$ cat src/logic/alu_pkg.sv
// shared constants and types for the 16-bit arithmetic unit
// assumes one clock domain and a decode stage that supplies one opcode per request
package alu_pkg;

    // =========================================================================
    // datapath widths
    localparam int ALU_W = 16;        // word width
    localparam int ALU_BW = 8;        // byte width
    localparam int ALU_MW = 17;       // multiplier input width, one extension bit
    localparam int ALU_LITW = 5;      // literal width for literal multiply
    localparam int ALU_DIV_STEPS = 16; // one quotient bit per step

    // =========================================================================
    // flag word bit positions
    localparam int FLG_C = 0;         // carry, inverted borrow on subtract
    localparam int FLG_Z = 1;         // zero
    localparam int FLG_WRAP = 2;      // signed wrap bit
    localparam int FLG_N = 3;         // negative
    localparam int FLG_HC = 4;        // half carry bit, inverted nibble borrow on subtract
    localparam logic [4:0] ALU_FLAG_RST = 5'h00; // flag word after reset

    // =========================================================================
    // opcodes
    typedef enum logic [4:0] {
        OP_ADD = 5'h00,
        OP_ADDC = 5'h01,
        OP_SUB = 5'h02,
        OP_SUBB = 5'h03,
        OP_AND = 5'h04,
        OP_IOR = 5'h05,
        OP_XOR = 5'h06,
        OP_SHL = 5'h07,
        OP_LSR = 5'h08,
        OP_ASR = 5'h09,
        OP_MUL_SS = 5'h0a,
        OP_MUL_UU = 5'h0b,
        OP_MUL_US = 5'h0c,
        OP_MUL_SLIT = 5'h0d,
        OP_MUL_ULIT = 5'h0e,
        OP_MUL_BB = 5'h0f,
        OP_DIV_U = 5'h10
    } alu_op_t;

    // =========================================================================
    // sequencer states, one-hot
    typedef enum logic [2:0] {
        ST_IDLE = 3'h1,
        ST_MULW = 3'h2,
        ST_DIV = 3'h4
    } alu_state_t;

endpackage : alu_pkg

$ cat src/logic/alu_core.sv
// 16-bit arithmetic unit with flags, multiplier and divide sequencer
// assumes decode presents both operand sources and holds nothing while busyOut is high
`timescale 1ns/1ns
module alu_core
    import alu_pkg::*;
(
    input wire logic ref_clk,
    input wire logic rst,
    input wire logic opValid,
    input wire logic [4:0] opCode,
    input wire logic byteMode,
    input wire logic srcMemA,
    input wire logic srcMemB,
    input wire logic [ALU_W-1:0] regOperandA,
    input wire logic [ALU_W-1:0] memOperandA,
    input wire logic [ALU_W-1:0] regOperandB,
    input wire logic [ALU_W-1:0] memOperandB,
    input wire logic [ALU_LITW-1:0] literal5,
    input wire logic dstMem,
    input wire logic [3:0] dstIdx,
    output logic resValid,
    output logic [ALU_W-1:0] resLow,
    output logic [ALU_W-1:0] resHigh,
    output logic resWide,
    output logic regWrEn,
    output logic memWrEn,
    output logic [3:0] dstIdxOut,
    output logic [4:0] flagWord,
    output logic busyOut
);

    // =========================================================================
    // helper functions
    // add with carry in; returns {carry, half carry, wrap, result}
    function automatic logic [18:0] addCore(input logic [15:0] a, input logic [15:0] b,
                                            input logic cin, input logic bw);
        logic [16:0] s;
        logic [4:0] nib;
        logic c;
        logic ov;
        logic [15:0] r;
        s = {1'b0, a} + {1'b0, b} + {16'h0000, cin};
        nib = {1'b0, a[3:0]} + {1'b0, b[3:0]} + {4'h0, cin};
        if (bw) begin
            r = {8'h00, s[7:0]};
            c = s[8];
            ov = (a[7] == b[7]) && (r[7] != a[7]);
        end else begin
            r = s[15:0];
            c = s[16];
            ov = (a[15] == b[15]) && (r[15] != a[15]);
        end
        return {c, nib[4], ov, r};
    endfunction : addCore

    // keep only the selected width
    function automatic logic [15:0] widthMask(input logic [15:0] v, input logic bw);
        return bw ? {8'h00, v[7:0]} : v;
    endfunction : widthMask

    // =========================================================================
    // state
    alu_state_t state_r; // sequencer state
    alu_state_t state_nxt;
    logic resValid_r; // result strobe
    logic resValid_nxt;
    logic [ALU_W-1:0] resLow_r; // low word or only word
    logic [ALU_W-1:0] resLow_nxt;
    logic [ALU_W-1:0] resHigh_r; // high word of product, remainder
    logic [ALU_W-1:0] resHigh_nxt;
    logic resWide_r; // high word also valid
    logic resWide_nxt;
    logic dstMem_r; // destination latched at accept
    logic dstMem_nxt;
    logic [3:0] dstIdx_r; // destination register index
    logic [3:0] dstIdx_nxt;
    logic [4:0] flag_r; // flag word
    logic [4:0] flag_nxt;
    logic busy_r; // a multiply or divide is in flight
    logic busy_nxt;
    logic mulNarrow_r; // byte product, single word
    logic mulNarrow_nxt;
    logic [ALU_W-1:0] divRem_r; // partial remainder
    logic [ALU_W-1:0] divRem_nxt;
    logic [ALU_W-1:0] divQuo_r; // dividend shifting into quotient
    logic [ALU_W-1:0] divQuo_nxt;
    logic [ALU_W-1:0] divisor_r; // held divisor
    logic [ALU_W-1:0] divisor_nxt;
    logic [4:0] divCnt_r; // steps done
    logic [4:0] divCnt_nxt;

    // combinational helpers
    logic [ALU_W-1:0] opA; // selected first operand
    logic [ALU_W-1:0] opB; // selected second operand
    logic accept; // request taken this cycle
    logic mulStart; // multiplier launch
    logic signed [ALU_MW-1:0] mulX; // extended multiplier inputs
    logic signed [ALU_MW-1:0] mulY;
    logic signed [2*ALU_MW-1:0] mulProd; // registered product
    logic mulDone; // product ready

    // =========================================================================
    // operand select and request acceptance
    // operand source mux
    assign opA = srcMemA ? memOperandA : regOperandA;
    assign opB = srcMemB ? memOperandB : regOperandB;
    // requests during a multiply or divide are dropped, decode must watch busyOut
    assign accept = opValid && (state_r == ST_IDLE);

    // =========================================================================
    // multiplier operand extension
    always_comb begin
        mulStart = 1'b0;
        mulX = '0;
        mulY = '0;
        if (accept) begin
            case (opCode)
                OP_MUL_SS: begin
                    mulStart = 1'b1;
                    mulX = {opA[15], opA};
                    mulY = {opB[15], opB};
                end
                OP_MUL_UU: begin
                    mulStart = 1'b1;
                    mulX = {1'b0, opA};
                    mulY = {1'b0, opB};
                end
                OP_MUL_US: begin
                    mulStart = 1'b1;
                    mulX = {1'b0, opA};
                    mulY = {opB[15], opB};
                end
                OP_MUL_SLIT: begin
                    mulStart = 1'b1;
                    mulX = {opA[15], opA};
                    mulY = {12'h000, literal5};
                end
                OP_MUL_ULIT: begin
                    mulStart = 1'b1;
                    mulX = {1'b0, opA};
                    mulY = {12'h000, literal5};
                end
                OP_MUL_BB: begin
                    mulStart = 1'b1;
                    mulX = {9'h000, opA[7:0]};
                    mulY = {9'h000, opB[7:0]};
                end
                default: begin
                    mulStart = 1'b0;
                end
            endcase
        end
    end

    alu_mult17 u_mult (
        .ref_clk(ref_clk),
        .rst(rst),
        .start(mulStart),
        .opX(mulX),
        .opY(mulY),
        .product(mulProd),
        .done(mulDone)
    );

    // =========================================================================
    // next-state logic for the whole datapath
    always_comb begin
        logic [18:0] sum;
        logic [15:0] r;
        logic [16:0] trial;
        sum = '0;
        r = '0;
        trial = '0;
        state_nxt = state_r;
        resValid_nxt = 1'b0;
        resLow_nxt = resLow_r;
        resHigh_nxt = resHigh_r;
        resWide_nxt = resWide_r;
        dstMem_nxt = dstMem_r;
        dstIdx_nxt = dstIdx_r;
        flag_nxt = flag_r;
        mulNarrow_nxt = mulNarrow_r;
        divRem_nxt = divRem_r;
        divQuo_nxt = divQuo_r;
        divisor_nxt = divisor_r;
        divCnt_nxt = divCnt_r;
        case (state_r)
            ST_IDLE: begin
                if (accept) begin
                    dstMem_nxt = dstMem;
                    dstIdx_nxt = dstIdx;
                    case (opCode)
                        OP_ADD, OP_ADDC, OP_SUB, OP_SUBB: begin
                            if (opCode == OP_ADD || opCode == OP_ADDC) begin
                                sum = addCore(widthMask(opA, byteMode), widthMask(opB, byteMode),
                                              (opCode == OP_ADDC) ? flag_r[FLG_C] : 1'b0, byteMode);
                            end else begin
                                sum = addCore(widthMask(opA, byteMode), widthMask(~opB, byteMode),
                                              (opCode == OP_SUBB) ? flag_r[FLG_C] : 1'b1, byteMode);
                            end
                            r = sum[15:0];
                            flag_nxt[FLG_C] = sum[18];
                            flag_nxt[FLG_HC] = sum[17];
                            flag_nxt[FLG_WRAP] = sum[16];
                        end
                        OP_AND: r = widthMask(opA & opB, byteMode);
                        OP_IOR: r = widthMask(opA | opB, byteMode);
                        OP_XOR: r = widthMask(opA ^ opB, byteMode);
                        OP_SHL: begin
                            r = widthMask({opA[14:0], 1'b0}, byteMode);
                            flag_nxt[FLG_C] = byteMode ? opA[7] : opA[15];
                        end
                        OP_LSR: begin
                            r = byteMode ? {9'h000, opA[7:1]} : {1'b0, opA[15:1]};
                            flag_nxt[FLG_C] = opA[0];
                        end
                        OP_ASR: begin
                            r = byteMode ? {8'h00, opA[7], opA[7:1]} : {opA[15], opA[15:1]};
                            flag_nxt[FLG_C] = opA[0];
                        end
                        OP_DIV_U: begin
                            divRem_nxt = '0;
                            divQuo_nxt = opA;
                            divisor_nxt = opB;
                            divCnt_nxt = '0;
                            state_nxt = ST_DIV;
                        end
                        OP_MUL_SS, OP_MUL_UU, OP_MUL_US, OP_MUL_SLIT, OP_MUL_ULIT, OP_MUL_BB: begin
                            mulNarrow_nxt = (opCode == OP_MUL_BB);
                            state_nxt = ST_MULW;
                        end
                        default: begin
                            r = '0;
                        end
                    endcase
                    // plain ops answer next cycle; unknown opcodes give nothing
                    if (opCode <= OP_ASR) begin
                        resValid_nxt = 1'b1;
                        resLow_nxt = r;
                        resHigh_nxt = '0;
                        resWide_nxt = 1'b0;
                        flag_nxt[FLG_Z] = byteMode ? (r[7:0] == 8'h00) : (r == 16'h0000);
                        flag_nxt[FLG_N] = byteMode ? r[7] : r[15];
                    end
                end
            end
            ST_MULW: begin
                if (mulDone) begin
                    resValid_nxt = 1'b1;
                    resLow_nxt = mulProd[15:0];
                    resHigh_nxt = mulNarrow_r ? 16'h0000 : mulProd[31:16];
                    resWide_nxt = !mulNarrow_r;
                    state_nxt = ST_IDLE;
                end
            end
            ST_DIV: begin
                // one restoring step per cycle; divide by zero gives an all-ones quotient and the dividend as remainder
                trial = {divRem_r, divQuo_r[15]};
                if (trial >= {1'b0, divisor_r}) begin
                    divRem_nxt = 16'(trial - {1'b0, divisor_r});
                    divQuo_nxt = {divQuo_r[14:0], 1'b1};
                end else begin
                    divRem_nxt = trial[15:0];
                    divQuo_nxt = {divQuo_r[14:0], 1'b0};
                end
                divCnt_nxt = divCnt_r + 5'h01;
                if (divCnt_r == 5'(ALU_DIV_STEPS - 1)) begin
                    resValid_nxt = 1'b1;
                    resLow_nxt = divQuo_nxt;
                    resHigh_nxt = divRem_nxt;
                    resWide_nxt = 1'b1;
                    state_nxt = ST_IDLE;
                end
            end
            default: begin
                state_nxt = ST_IDLE;
            end
        endcase
        busy_nxt = (state_nxt != ST_IDLE);
    end

    // =========================================================================
    // registers
    always_ff @(posedge ref_clk) begin
        if (rst) begin
            state_r <= ST_IDLE;
            resValid_r <= 1'b0;
            resLow_r <= '0;
            resHigh_r <= '0;
            resWide_r <= 1'b0;
            dstMem_r <= 1'b0;
            dstIdx_r <= '0;
            flag_r <= ALU_FLAG_RST;
            busy_r <= 1'b0;
            mulNarrow_r <= 1'b0;
            divRem_r <= '0;
            divQuo_r <= '0;
            divisor_r <= '0;
            divCnt_r <= '0;
        end else begin
            state_r <= state_nxt;
            resValid_r <= resValid_nxt;
            resLow_r <= resLow_nxt;
            resHigh_r <= resHigh_nxt;
            resWide_r <= resWide_nxt;
            dstMem_r <= dstMem_nxt;
            dstIdx_r <= dstIdx_nxt;
            flag_r <= flag_nxt;
            busy_r <= busy_nxt;
            mulNarrow_r <= mulNarrow_nxt;
            divRem_r <= divRem_nxt;
            divQuo_r <= divQuo_nxt;
            divisor_r <= divisor_nxt;
            divCnt_r <= divCnt_nxt;
        end
    end

    // outputs straight from flops; write enables gate with destination
    logic regWrEn_r;
    logic memWrEn_r;
    always_ff @(posedge ref_clk) begin
        if (rst) begin
            regWrEn_r <= 1'b0;
            memWrEn_r <= 1'b0;
        end else begin
            regWrEn_r <= resValid_nxt && !dstMem_nxt;
            memWrEn_r <= resValid_nxt && dstMem_nxt;
        end
    end

    assign resValid = resValid_r;
    assign resLow = resLow_r;
    assign resHigh = resHigh_r;
    assign resWide = resWide_r;
    assign regWrEn = regWrEn_r;
    assign memWrEn = memWrEn_r;
    assign dstIdxOut = dstIdx_r;
    assign flagWord = flag_r;
    assign busyOut = busy_r;
endmodule : alu_core

$ cat src/logic/alu_mult17.sv
// registered 17 x 17 signed multiplier
// assumes the caller extends operands and waits one cycle for the product
`timescale 1ns/1ns
module alu_mult17
    import alu_pkg::*;
(
    input wire logic ref_clk,
    input wire logic rst,
    input wire logic start,
    input wire logic signed [ALU_MW-1:0] opX,
    input wire logic signed [ALU_MW-1:0] opY,
    output logic signed [2*ALU_MW-1:0] product,
    output logic done
);

    logic signed [2*ALU_MW-1:0] prod_r; // product register
    logic signed [2*ALU_MW-1:0] prod_nxt;
    logic done_r; // product valid one cycle after start
    logic done_nxt;

    // =========================================================================
    // next product
    always_comb begin
        prod_nxt = opX * opY;
        done_nxt = start;
    end

    // registers; product and valid both cleared by reset so nothing unknown leaks out
    always_ff @(posedge ref_clk) begin
        if (rst) begin
            prod_r <= '0;
            done_r <= 1'b0;
        end else begin
            prod_r <= prod_nxt;
            done_r <= done_nxt;
        end
    end

    assign product = prod_r;
    assign done = done_r;

endmodule : alu_mult17

$ cat config.mk
export PLATFORM = sky130hd
export DESIGN_NAME = alu_core
export DESIGN_NICKNAME = d
export VERILOG_FILES = /design/src/logic/alu_pkg.sv /design/src/logic/alu_core.sv /design/src/logic/alu_mult17.sv
export SDC_FILE = /design/constraint.sdc
export NUM_CORES = 1
export LEC_CHECK = 0
export ABC_AREA = 0
export BUFFER_PORTS_ARGS = -buffer_cell sky130_fd_sc_hd__buf_2
export CELL_PAD_IN_SITES_DETAIL_PLACEMENT = 1
export CELL_PAD_IN_SITES_GLOBAL_PLACEMENT = 2
export CORE_ASPECT_RATIO = 1.1
export CORE_MARGIN = 1
export CORE_UTILIZATION = 42
export CTS_BUF_LIST = sky130_fd_sc_hd__clkbuf_16
export CTS_CLUSTER_DIAMETER = 60
export DETAILED_ROUTE_END_ITERATION = 7
export MAX_ROUTING_LAYER = met4
export PLACE_DENSITY_LB_ADDON = 0.2
export SLEW_MARGIN = 20
export SYNTH_ARGS = -nofsm -noshare
export SYNTH_HDL_FRONTEND = slang
export SYNTH_SLANG_ARGS = --single-unit
$ cat constraint.sdc
create_clock -name ref_clk -period 23.5 [get_ports ref_clk]
set_input_delay 2.35 -clock ref_clk [delete_from_list [all_inputs] [get_ports ref_clk]]
set_output_delay 2.35 -clock ref_clk [all_outputs]
set_load 0.1 [all_outputs]
==> flow_summary_export.csv, run 1 <==
group,metric,value,unit
status,status,"finished clean",
grt,grt_pass1_wl,114000,um
synth,synth-compound-area-share,0.149,
critical_path,required,23800,ps
power_and_ir_drop,power_frac_seq,0.317,
power_and_ir_drop,peakVddDrop,0.0483,mV
grt,grt_pass1_vias,19100,
sta,fmax,89.1,MHz
synth,synth_seq_cells,137,
sta,worst_slack,12280,ps
clock_network,cts-htree-levels,4,
critical_path,slowest_delay,630,ps
synth,yosysWarnings,0,
critical_path,crit_path_top_delay_cell,"nor2_1",
hold_path,min_path_cells,2,
sta,hold_viol,0,
placement,dp_hpwl,59600,um
detailed_routing,drtIter0Drc,1175,
sta,timing.final.crit_share,0.478,
flow_run,drv_cap,0,
critical_path,cp-start-kind,"input pin",
power_and_ir_drop,leakagePower,10.2,nW
floorplanning,die-area,47800,um2
clock_network,cts_made_buffers,17,
placement,portBuffers,130,
floorplanning,core,46000,um2
synth,synth_top_family_by_area,"adder cells",
critical_path,cp_max_fo,49,
detailed_routing,vias,17600,
placement,dpl_cell_area,21100,um2
synth,synth_cell_type_count,80,
power_and_ir_drop,p_int,499,uW
floorplanning,start_util,0.429,
critical_path,worst_path_most_repeated_cell,"fa_1",
sta,max_slew.worst_pin.slew,1120,ps
floorplanning,rows,82,
synth,post_synth_fa_ha_maj_area_fraction,0.390,
clock_network,post_cts_buffers,0,
sta,setup_tns,0,ps
synth,ys.flop_type,"dfxtp_1",
synth,synth-xor-area-share,0.0284,
synth,async_reset_ff_frac,0,
detailed_routing,post_drt_wl_per_cell,23.9,um
synth,synth.area.mux_share,0.0297,
final_layout,final_area,21800,um2
floorplanning,chipWidth,209,um
sta,final.min_clock_period,11220,ps
sta,slew_headroom,0.232,
detailed_routing,drt_first_pass_iters,5,
detailed_routing,drc,0,
detailed_routing,vias_per_cell,5.70,
critical_path,worst_r2r_path_depth,28,
power_and_ir_drop,p_comb_frac,0.280,
sta,skew,19.6,ps
synth,syn_nets,2914,
power_and_ir_drop,p_switching,258,uW
grt,grt_max_degree,83,
critical_path,critical_path_class,"in2reg",
clock_network,clock_latency,450,ps
synth,synth_edf_count,0,
sta,setup_viol,0,
clock_network,ctsResizeCount,0,
synth,ys_seq_area_frac,0.139,
sta,rsz0062_at_grt,"false",
final_layout,area_growth,10.5,%
floorplanning,fp.dieH,229,um
clock_network,cts_tree,"yes",
grt,overflow,0,
hold_path,worstHoldPathType,"reg2reg",
synth,yosys.area_share.simple,0.172,
synth,netlist_instances,2387,
power_and_ir_drop,power.density,34.8,nW/um2
floorplanning,pin_count,131,
sta,drv_slew,0,
power_and_ir_drop,clockPowerShare,0.404,
detailed_routing,drt_wl_total,74000,um
critical_path,end_kind,"flip-flop",
grt,grt_usage,0.328,
detailed_routing,ant_nets,0,
clock_network,clockBufferDepth,2,
clock_network,cts_root_buf,"clkbuf_16",
power_and_ir_drop,p_total,757,uW
clock_network,cts_sinks,137,
grt,antenna_found_initial,1,
clock_network,ctsHoldBuffers,0,
placement,place_ws,11950,ps
critical_path,crit_arrival,11520,ps
synth,avgSynthCellArea,8.26,um2
clock_network,clk_pin_slew_worst_paths,60,ps
final_layout,fin_nets,3021,
synth,synth_area,19700,um2
final_layout,drive_gt1_frac,0.105,
power_and_ir_drop,swShare,0.341,
placement,globalplace.congestion,0.961,
-- registers in the layout, indices dropped and copies added (netlist names), 3 cells and up --
signal / count
divCnt_r: 5
divQuo_r: 16
divRem_r: 16
divisor_r: 16
dstIdxOut: 4
flagWord: 5
resHigh: 16
resLow: 16
state_r: 3
u_mult.product: 32
-- power groups by stage --
stage,registers [mW],logic (mW),clock network [mW]
floorplan,0.264,0.116,0
global placement,0.245,0.204,0
detailed placement,0.245,0.207,0
CTS,0.240,0.208,0.310
global route,0.240,0.226,0.319
finish,0.240,0.212,0.306
-- area by class of cell --
cell class / count / area, um2
fill: 5647 / 24200
tap: 588 / 736
antenna: 1 / 2.50
clock inverter: 14 / 230
timing repair buffer: 180 / 1030
inverter: 377 / 1420
clock buffer: 17 / 425
multi-input combinational: 1781 / 15200
sequential: 137 / 2740
-- stage by stage --
step,hold slack [ps],instances,utilization
global placement,438,3063,0.459
finish,452,3095,0.474
CTS,458,3094,0.474
detailed placement,442,3063,0.459
global route,476,3095,0.474
floorplan,425,2387,-
-- metal layers --
metal | vias to the layer above | global-route usage | wire (um)
li1 | 7987 | - | -
met1 | 9023 | 0.418 | 32500
met2 | 504 | 0.535 | 35400
met3 | 125 | 0.0389 | 3480
met4 | 0 | 0.120 | 2600
met5 | - | - | 0
-- cell usage in the layout (no fill, tap or decap), types with 12 or more instances in the layout --
cell type and instances:
o21ai_0 75, a221oi_1 27, inv_1 373, o22ai_1 14, or3_1 17, xnor2_1 40
nor2b_1 22, nor2_1 361, mux2i_1 27, nor3_1 30, buf_2 129, nand2_1 258
fa_1 287, a21oi_1 99, xor2_1 24, nand3_1 24, ha_1 155, dfxtp_1 137
a211oi_1 31, a21o_1 27, o211ai_1 16, nand2b_1 26, buf_4 51, o21a_1 15
a31oi_1 12, clkbuf_16 17, a22oi_1 36
-- kinds of logic (layout without fill, tap and decap cells) --
family / Yosys count / count (layout)
AND/OR/NAND/NOR: 791 / 791
buffers and inverters: 469 / 588
adder cells (fa/ha/maj): 442 / 442
AO/OA/AOI/OAI: 435 / 435
flip-flops: 137 / 137
XOR/XNOR: 64 / 64
multiplexers: 49 / 49
other: 0 / 1
-- worst paths after layout --
check / from / endpoint / slack [ps]
hold / removal: dstIdxOut[1] / dstIdxOut[1] / 450
hold reg to reg: dstIdxOut[1] / dstIdxOut[1] / 450
setup / recovery: opCode[0] / u_mult.product[31] / 12280
setup reg to reg: state_r[2] / u_mult.product[31] / 14690
-- cells in the mapped netlist, types with 9 or more instances --
master | n | area (um2)
fa_1 | 287 | 5750
a22oi_1 | 36 | 270
o22ai_1 | 14 | 87.6
nor3_1 | 31 | 155
a211oi_1 | 31 | 233
a221oi_1 | 27 | 236
nand2b_1 | 26 | 163
a21oi_1 | 99 | 495
nor2b_1 | 22 | 138
xor2_1 | 24 | 210
ha_1 | 155 | 1940
nand2_1 | 258 | 968
dfxtp_1 | 137 | 2740
o21a_1 | 15 | 113
o211ai_1 | 16 | 120
clkbuf_1 | 73 | 274
mux2i_1 | 28 | 280
o21ai_0 | 76 | 380
and3_1 | 10 | 62.6
inv_1 | 371 | 1390
xnor2_1 | 40 | 350
nor2_1 | 362 | 1360
o31ai_1 | 10 | 75.1
mux2i_2 | 9 | 124
nand3_1 | 24 | 120
a21o_1 | 27 | 203
a31oi_1 | 12 | 75.1
or3_1 | 17 | 106
-- worst max-delay path: cells and delay by family --
family	cells	cell delay, ps
buf+inv	6	880
compound gates	10	3430
xor+xnor	1	170
simple gates	5	1280
fa+ha+maj	7	3380
Note: power is estimated with default switching activity, not from simulation.
==> inputs of run 2 (changes only) <==
--- a/config.mk
+++ b/config.mk
@@ -11,7 +11,7 @@
 export CELL_PAD_IN_SITES_GLOBAL_PLACEMENT = 2
 export CORE_ASPECT_RATIO = 1.1
 export CORE_MARGIN = 1
-export CORE_UTILIZATION = 42
+export CORE_UTILIZATION = 35
 export CTS_BUF_LIST = sky130_fd_sc_hd__clkbuf_16
 export CTS_CLUSTER_DIAMETER = 60
 export DETAILED_ROUTE_END_ITERATION = 7
==> constraint.sdc (replaced) <==
create_clock -name ref_clk -period 10.2 [get_ports ref_clk]
set_input_delay 1.02 -clock ref_clk [delete_from_list [all_inputs] [get_ports ref_clk]]
set_output_delay 1.02 -clock ref_clk [all_outputs]
set_load 0.1 [all_outputs]
==> run 2 against run 1 <==
  * Setup slack got worse by 11000 ps
  * Critical path depth rose by 1
  * Sequential power rose by 130%
==> flow_summary_export.csv, run 2 (synthesis gave the netlist of run 1 again) <==
group,metric,value,unit
status,status,"finished clean",
critical_path,cp_max_fo,23,
critical_path,worst_path_most_repeated_cell,"fa_1",
power_and_ir_drop,power_frac_seq,0.329,
detailed_routing,drtIter0Drc,1130,
final_layout,finalNonFillerCells,3259,
placement,dpl_cell_area,21400,um2
critical_path,required,10510,ps
final_layout,layout_commonest_cell,"inv_1",
sta,slew_headroom,0.257,
power_and_ir_drop,leakagePower,10.3,nW
sta,hold_viol,0,
clock_network,cts-htree-levels,4,
critical_path,cp-start-kind,"input pin",
grt,grt_usage,0.280,
clock_network,post_cts_buffers,0,
sta,setup_viol,0,
critical_path,critical_path_class,"in2reg",
sta,drv_slew,0,
floorplanning,die-area,57300,um2
critical_path,end_kind,"flip-flop",
clock_network,cts_tree,"yes",
sta,rsz0062_at_grt,"false",
placement,placedCellCount,3226,
final_layout,fin_nets,3036,
power_and_ir_drop,power.density,76.3,nW/um2
final_layout,fillers,6675,
clock_network,cts_made_buffers,17,
sta,timing.final.crit_share,0.877,
floorplanning,start_util,0.357,
clock_network,clock_latency,450,ps
critical_path,crit_arrival,9250,ps
grt,grt_pass1_wl,117000,um
final_layout,drive_gt1_frac,0.111,
hold_path,worstHoldPathType,"reg2reg",
floorplanning,core,55200,um2
clock_network,cts_root_buf,"clkbuf_16",
critical_path,crit_path_top_delay_cell,"nor2_1",
critical_path,slowest_delay,590,ps
grt,overflow,0,
clock_network,clk_pin_slew_worst_paths,60,ps
power_and_ir_drop,p_int,1.06,mW
floorplanning,fp.dieH,251,um
clock_network,clockBufferDepth,2,
power_and_ir_drop,clockPowerShare,0.376,
placement,portBuffers,130,
detailed_routing,drc,0,
detailed_routing,ant_nets,0,
floorplanning,chipWidth,228,um
floorplanning,rows,90,
clock_network,cts_sinks,137,
floorplanning,pin_count,131,
grt,antenna_found_initial,2,
placement,globalplace.congestion,0.933,
power_and_ir_drop,p_switching,616,uW
final_layout,area_growth,11.7,%
final_layout,largest_register_ff_count,32,
power_and_ir_drop,swShare,0.367,
grt,grt_max_degree,71,
sta,max_slew.worst_pin.slew,1110,ps
sta,setup_tns,0,ps
sta,skew,12.4,ps
detailed_routing,drt_first_pass_iters,8,
flow_run,drv_cap,0,
final_layout,layout_common_cells,"371 x inv_1, 361 x nor2_1, 287 x fa_1",
sta,final.min_clock_period,8940,ps
power_and_ir_drop,p_comb_frac,0.295,
clock_network,ctsHoldBuffers,0,
placement,place_ws,859,ps
detailed_routing,vias_per_cell,5.39,
sta,fmax,112,MHz
detailed_routing,post_drt_wl_per_cell,23.4,um
clock_network,ctsResizeCount,0,
final_layout,final_area,22000,um2
grt,grt_pass1_vias,19100,
placement,dp_hpwl,62700,um
detailed_routing,vias,17600,
final_layout,post-route-util,0.399,
power_and_ir_drop,peakVddDrop,0.0998,mV
detailed_routing,drt_wl_total,76400,um
sta,worst_slack,1260,ps
[run 2: cell count changes in the layout (fill, tap and decap cells not counted), moves of 2 or more]
cell        previous run  this run
buf_4                 51        66
bufinv_16              6         2
clkinv_4               2         4
clkinvlp_4             1         3
inv_1                373       371
inv_6                  1         5
[run 2: critical path: cells and delay by family]
family / cells / cell delay [ps]
simple gates: 5 / 1130
xor+xnor: 1 / 180
fa+ha+maj: 7 / 3350
buf+inv: 7 / 860
compound gates: 10 / 2680
[run 2: layer usage]
metal,vias to the layer above,global-route usage,part of all wire
met5,-,-,0
met4,0,0.0947,0.033
met3,110,0.0346,0.050
met2,466,0.460,0.48
met1,8959,0.357,0.44
li1,8016,-,-
[run 2: power groups by stage]
stage          logic, mW  registers [mW]  clock network [mW]
2_1_floorplan      0.268           0.609                   0
3_3_place_gp       0.480           0.564                   0
3_5_place_dp       0.489           0.565                   0
4_1_cts            0.491           0.553               0.645
5_1_grt            0.531           0.554               0.668
6_report           0.495           0.553               0.630
[run 2: worst paths after layout]
check / startpoint / end / slack [ps] / cells after the start
worst max-delay path: opCode[1] / u_mult.product[31] / 1260 / 30
worst min-delay path: dstIdxOut[0] / dstIdxOut[0] / 450 / 2
worst max register to register: state_r[2] / u_mult.product[31] / 1980 / 29
worst min register to register: dstIdxOut[0] / dstIdxOut[0] / 450 / 2
[run 2: layout make-up]
cell class / instances / area [um2] / area share
flip-flops and latches: 137 / 2740 / 0.125
clock inverters: 15 / 165 / 0.00751
inverters: 377 / 1420 / 0.0643
well taps: 736 / 921 / 0.0419
clock buffers: 17 / 425 / 0.0193
repair buffers: 195 / 1140 / 0.0519
diodes: 1 / 2.50 / 0.000114
multi-input cells: 1781 / 15200 / 0.690
[run 2: stage by stage]
| step | total power, mW | hold slack [ps] |
|---|---|---|
| 4_1_cts | 1.69 | 459 |
| 3_3_place_gp | 1.04 | 438 |
| 5_1_grt | 1.75 | 474 |
| 2_1_floorplan | 0.877 | 425 |
| 6_report | 1.68 | 454 |
| 3_5_place_dp | 1.05 | 450 |
==> inputs of run 3 (changes only) <==
--- a/config.mk
+++ b/config.mk
@@ -17,6 +17,7 @@
 export DETAILED_ROUTE_END_ITERATION = 7
 export MAX_ROUTING_LAYER = met4
 export PLACE_DENSITY_LB_ADDON = 0.2
+export RECOVER_POWER = 50
 export SLEW_MARGIN = 20
 export SYNTH_ARGS = -nofsm -noshare
 export SYNTH_HDL_FRONTEND = slang
==> run 3 against run 2 <==
  * The run now ends with max-capacitance violations, max-slew violations left
  * Via count up 0.31%
  * Worst hold slack better by 2.8 ps
  * Critical path depth did not move
  * Largest power group unchanged
==> flow_summary_export.csv, run 3 (synthesis gave the netlist of run 1 again) <==
group,metric,value,unit
placement,portBuffers,130,
critical_path,regToRegEndpoint,"u_mult.product[31]",
final_layout,layout_common_cells,"371 x inv_1, 361 x nor2_1, 287 x fa_1",
power_and_ir_drop,power.density,76.4,nW/um2
flow_run,drv_cap,2,
detailed_routing,vias,17600,
hold_path,min_path_cells,2,
floorplanning,chipWidth,228,um
critical_path,crit_start,"opCode[1]",
floorplanning,die-area,57300,um2
final_layout,fillers,6685,
critical_path,cp_max_fo,23,
grt,grt_usage,0.280,
grt,grt_pass1_wl,117000,um
detailed_routing,ant_nets,0,
clock_network,clockBufferDepth,2,
final_layout,final_area,21900,um2
critical_path,rr_startpoint,"state_r[2]",
grt,grt_pass1_vias,19100,
grt,antenna_found_initial,2,
detailed_routing,vias_per_cell,5.40,
clock_network,ctsHoldBuffers,0,
status,violations,"max-capacitance violations, max-slew violations",
final_layout,finalNonFillerCells,3259,
floorplanning,start_util,0.357,
sta,rsz0062_at_grt,"false",
detailed_routing,post_drt_wl_per_cell,23.5,um
final_layout,layout_commonest_cell,"inv_1",
final_layout,fin_nets,3036,
critical_path,critical_path_class,"in2reg",
critical_path,crit_path_top_delay_cell,"fa_1",
sta,drv_slew,131,
critical_path,worst_path_most_repeated_cell,"fa_1",
critical_path,cp-start-kind,"input pin",
critical_path,worst_r2r_path_depth,26,
clock_network,cts_root_buf,"clkbuf_16",
sta,holdWs,456,ps
clock_network,cts_sinks,137,
sta,skew,12.3,ps
critical_path,crit_arrival,9220,ps
clock_network,clock_latency,450,ps
hold_path,whs_endpoint,"dstIdxOut[0]",
hold_path,worstHoldPathType,"reg2reg",
placement,placedCellCount,3226,
clock_network,cts-htree-levels,4,
sta,timing.final.crit_share,0.883,
clock_network,post_cts_buffers,0,
placement,dpl_cell_area,21400,um2
critical_path,end_kind,"flip-flop",
floorplanning,pin_count,131,
detailed_routing,drtIter0Drc,1143,
final_layout,regArea,2740,um2
critical_path,worst-r2r-setup-slack,1690,ps
detailed_routing,drc,0,
final_layout,area_growth,11.3,%
sta,final.min_clock_period,9010,ps
critical_path,slowest_delay,580,ps
status,status,"finished with violations",
final_layout,multi_input_area,15200,um2
detailed_routing,drt_first_pass_iters,5,
clock_network,cts_tree,"yes",
sta,setup_viol,0,
sta,hold_viol,0,
critical_path,required,10410,ps
sta,fmax,111,MHz
sta,slew_headroom,-1.16,
floorplanning,rows,90,
sta,setup_tns,0,ps
clock_network,ctsResizeCount,0,
power_and_ir_drop,leakagePower,10.1,nW
hold_path,min_from,"dstIdxOut[0]",
final_layout,drive_gt1_frac,0.0916,
power_and_ir_drop,peakVddDrop,0.101,mV
floorplanning,core,55200,um2
placement,globalplace.congestion,0.933,
clock_network,clk_pin_slew_worst_paths,60,ps
final_layout,largest_register_ff_count,32,
grt,grt_max_degree,71,
grt,overflow,0,
detailed_routing,drt_wl_total,76500,um
floorplanning,fp.dieH,251,um
clock_network,cts_made_buffers,17,
sta,max_slew.worst_pin.slew,3240,ps
placement,dp_hpwl,62700,um
run 3: cell types whose count changed in the layout (fill, tap and decap cells not counted), sizes merged:
cell	previous run	this run
buf	195	146
clkbuf	17	66
run 3: per-layer routing:
layer,vias to the layer above,GRT usage,wire length (um)
li1,8017,-,-
met1,8987,0.357,33500
met2,495,0.460,36500
met3,106,0.0346,3890
met4,0,0.0947,2530
met5,-,-,0
run 3: cell type report:
| class | instances | area share |
|---|---|---|
| multi-input cells | 1781 | 0.693 |
| flip-flops and latches | 137 | 0.125 |
| inverters | 377 | 0.0645 |
| repair buffers | 195 | 0.0489 |
| well taps | 736 | 0.0420 |
| clock buffers | 17 | 0.0194 |
| clock inverters | 15 | 0.00753 |
| diodes | 1 | 0.000114 |
run 3: where the power goes:
part	switching [mW]	internal (mW)	total [mW]
clock network	0.267	0.363	0.630
registers	0.00690	0.546	0.553
logic	0.343	0.150	0.493
total	0.617	1.06	1.68
run 3: stage by stage:
stage	setup WS, ps	power, mW	utilization
6_report	1190	1.68	0.397
5_1_grt	686	1.75	0.397
3_5_place_dp	859	1.05	0.388
3_3_place_gp	1140	1.04	0.388
4_1_cts	1350	1.69	0.399
2_1_floorplan	2130	0.877	-
run 3: worst max-delay path, delay by kind of cell:
family | cells | cell delay (ps)
AO/OA/AOI/OAI | 10 | 2680
XOR/XNOR | 1 | 180
adder cells (fa/ha/maj) | 7 | 3350
buffers and inverters | 7 | 860
AND/OR/NAND/NOR | 5 | 1090
run 3: how the worst max path moves through the flow:
| stage | endpoint | slack (ps) | cells past startpoint |
|---|---|---|---|
| final | u_mult.product[31] | 1190 | 30 |
| after CTS | u_mult.product[31] | 1350 | 30 |
| after global placement | u_mult.product[31] | 1140 | 28 |
| after floorplan | u_mult.product[31] | 2130 | 27 |
| after detailed placement | u_mult.product[31] | 860 | 30 |
| after global routing | u_mult.product[31] | 690 | 30 |
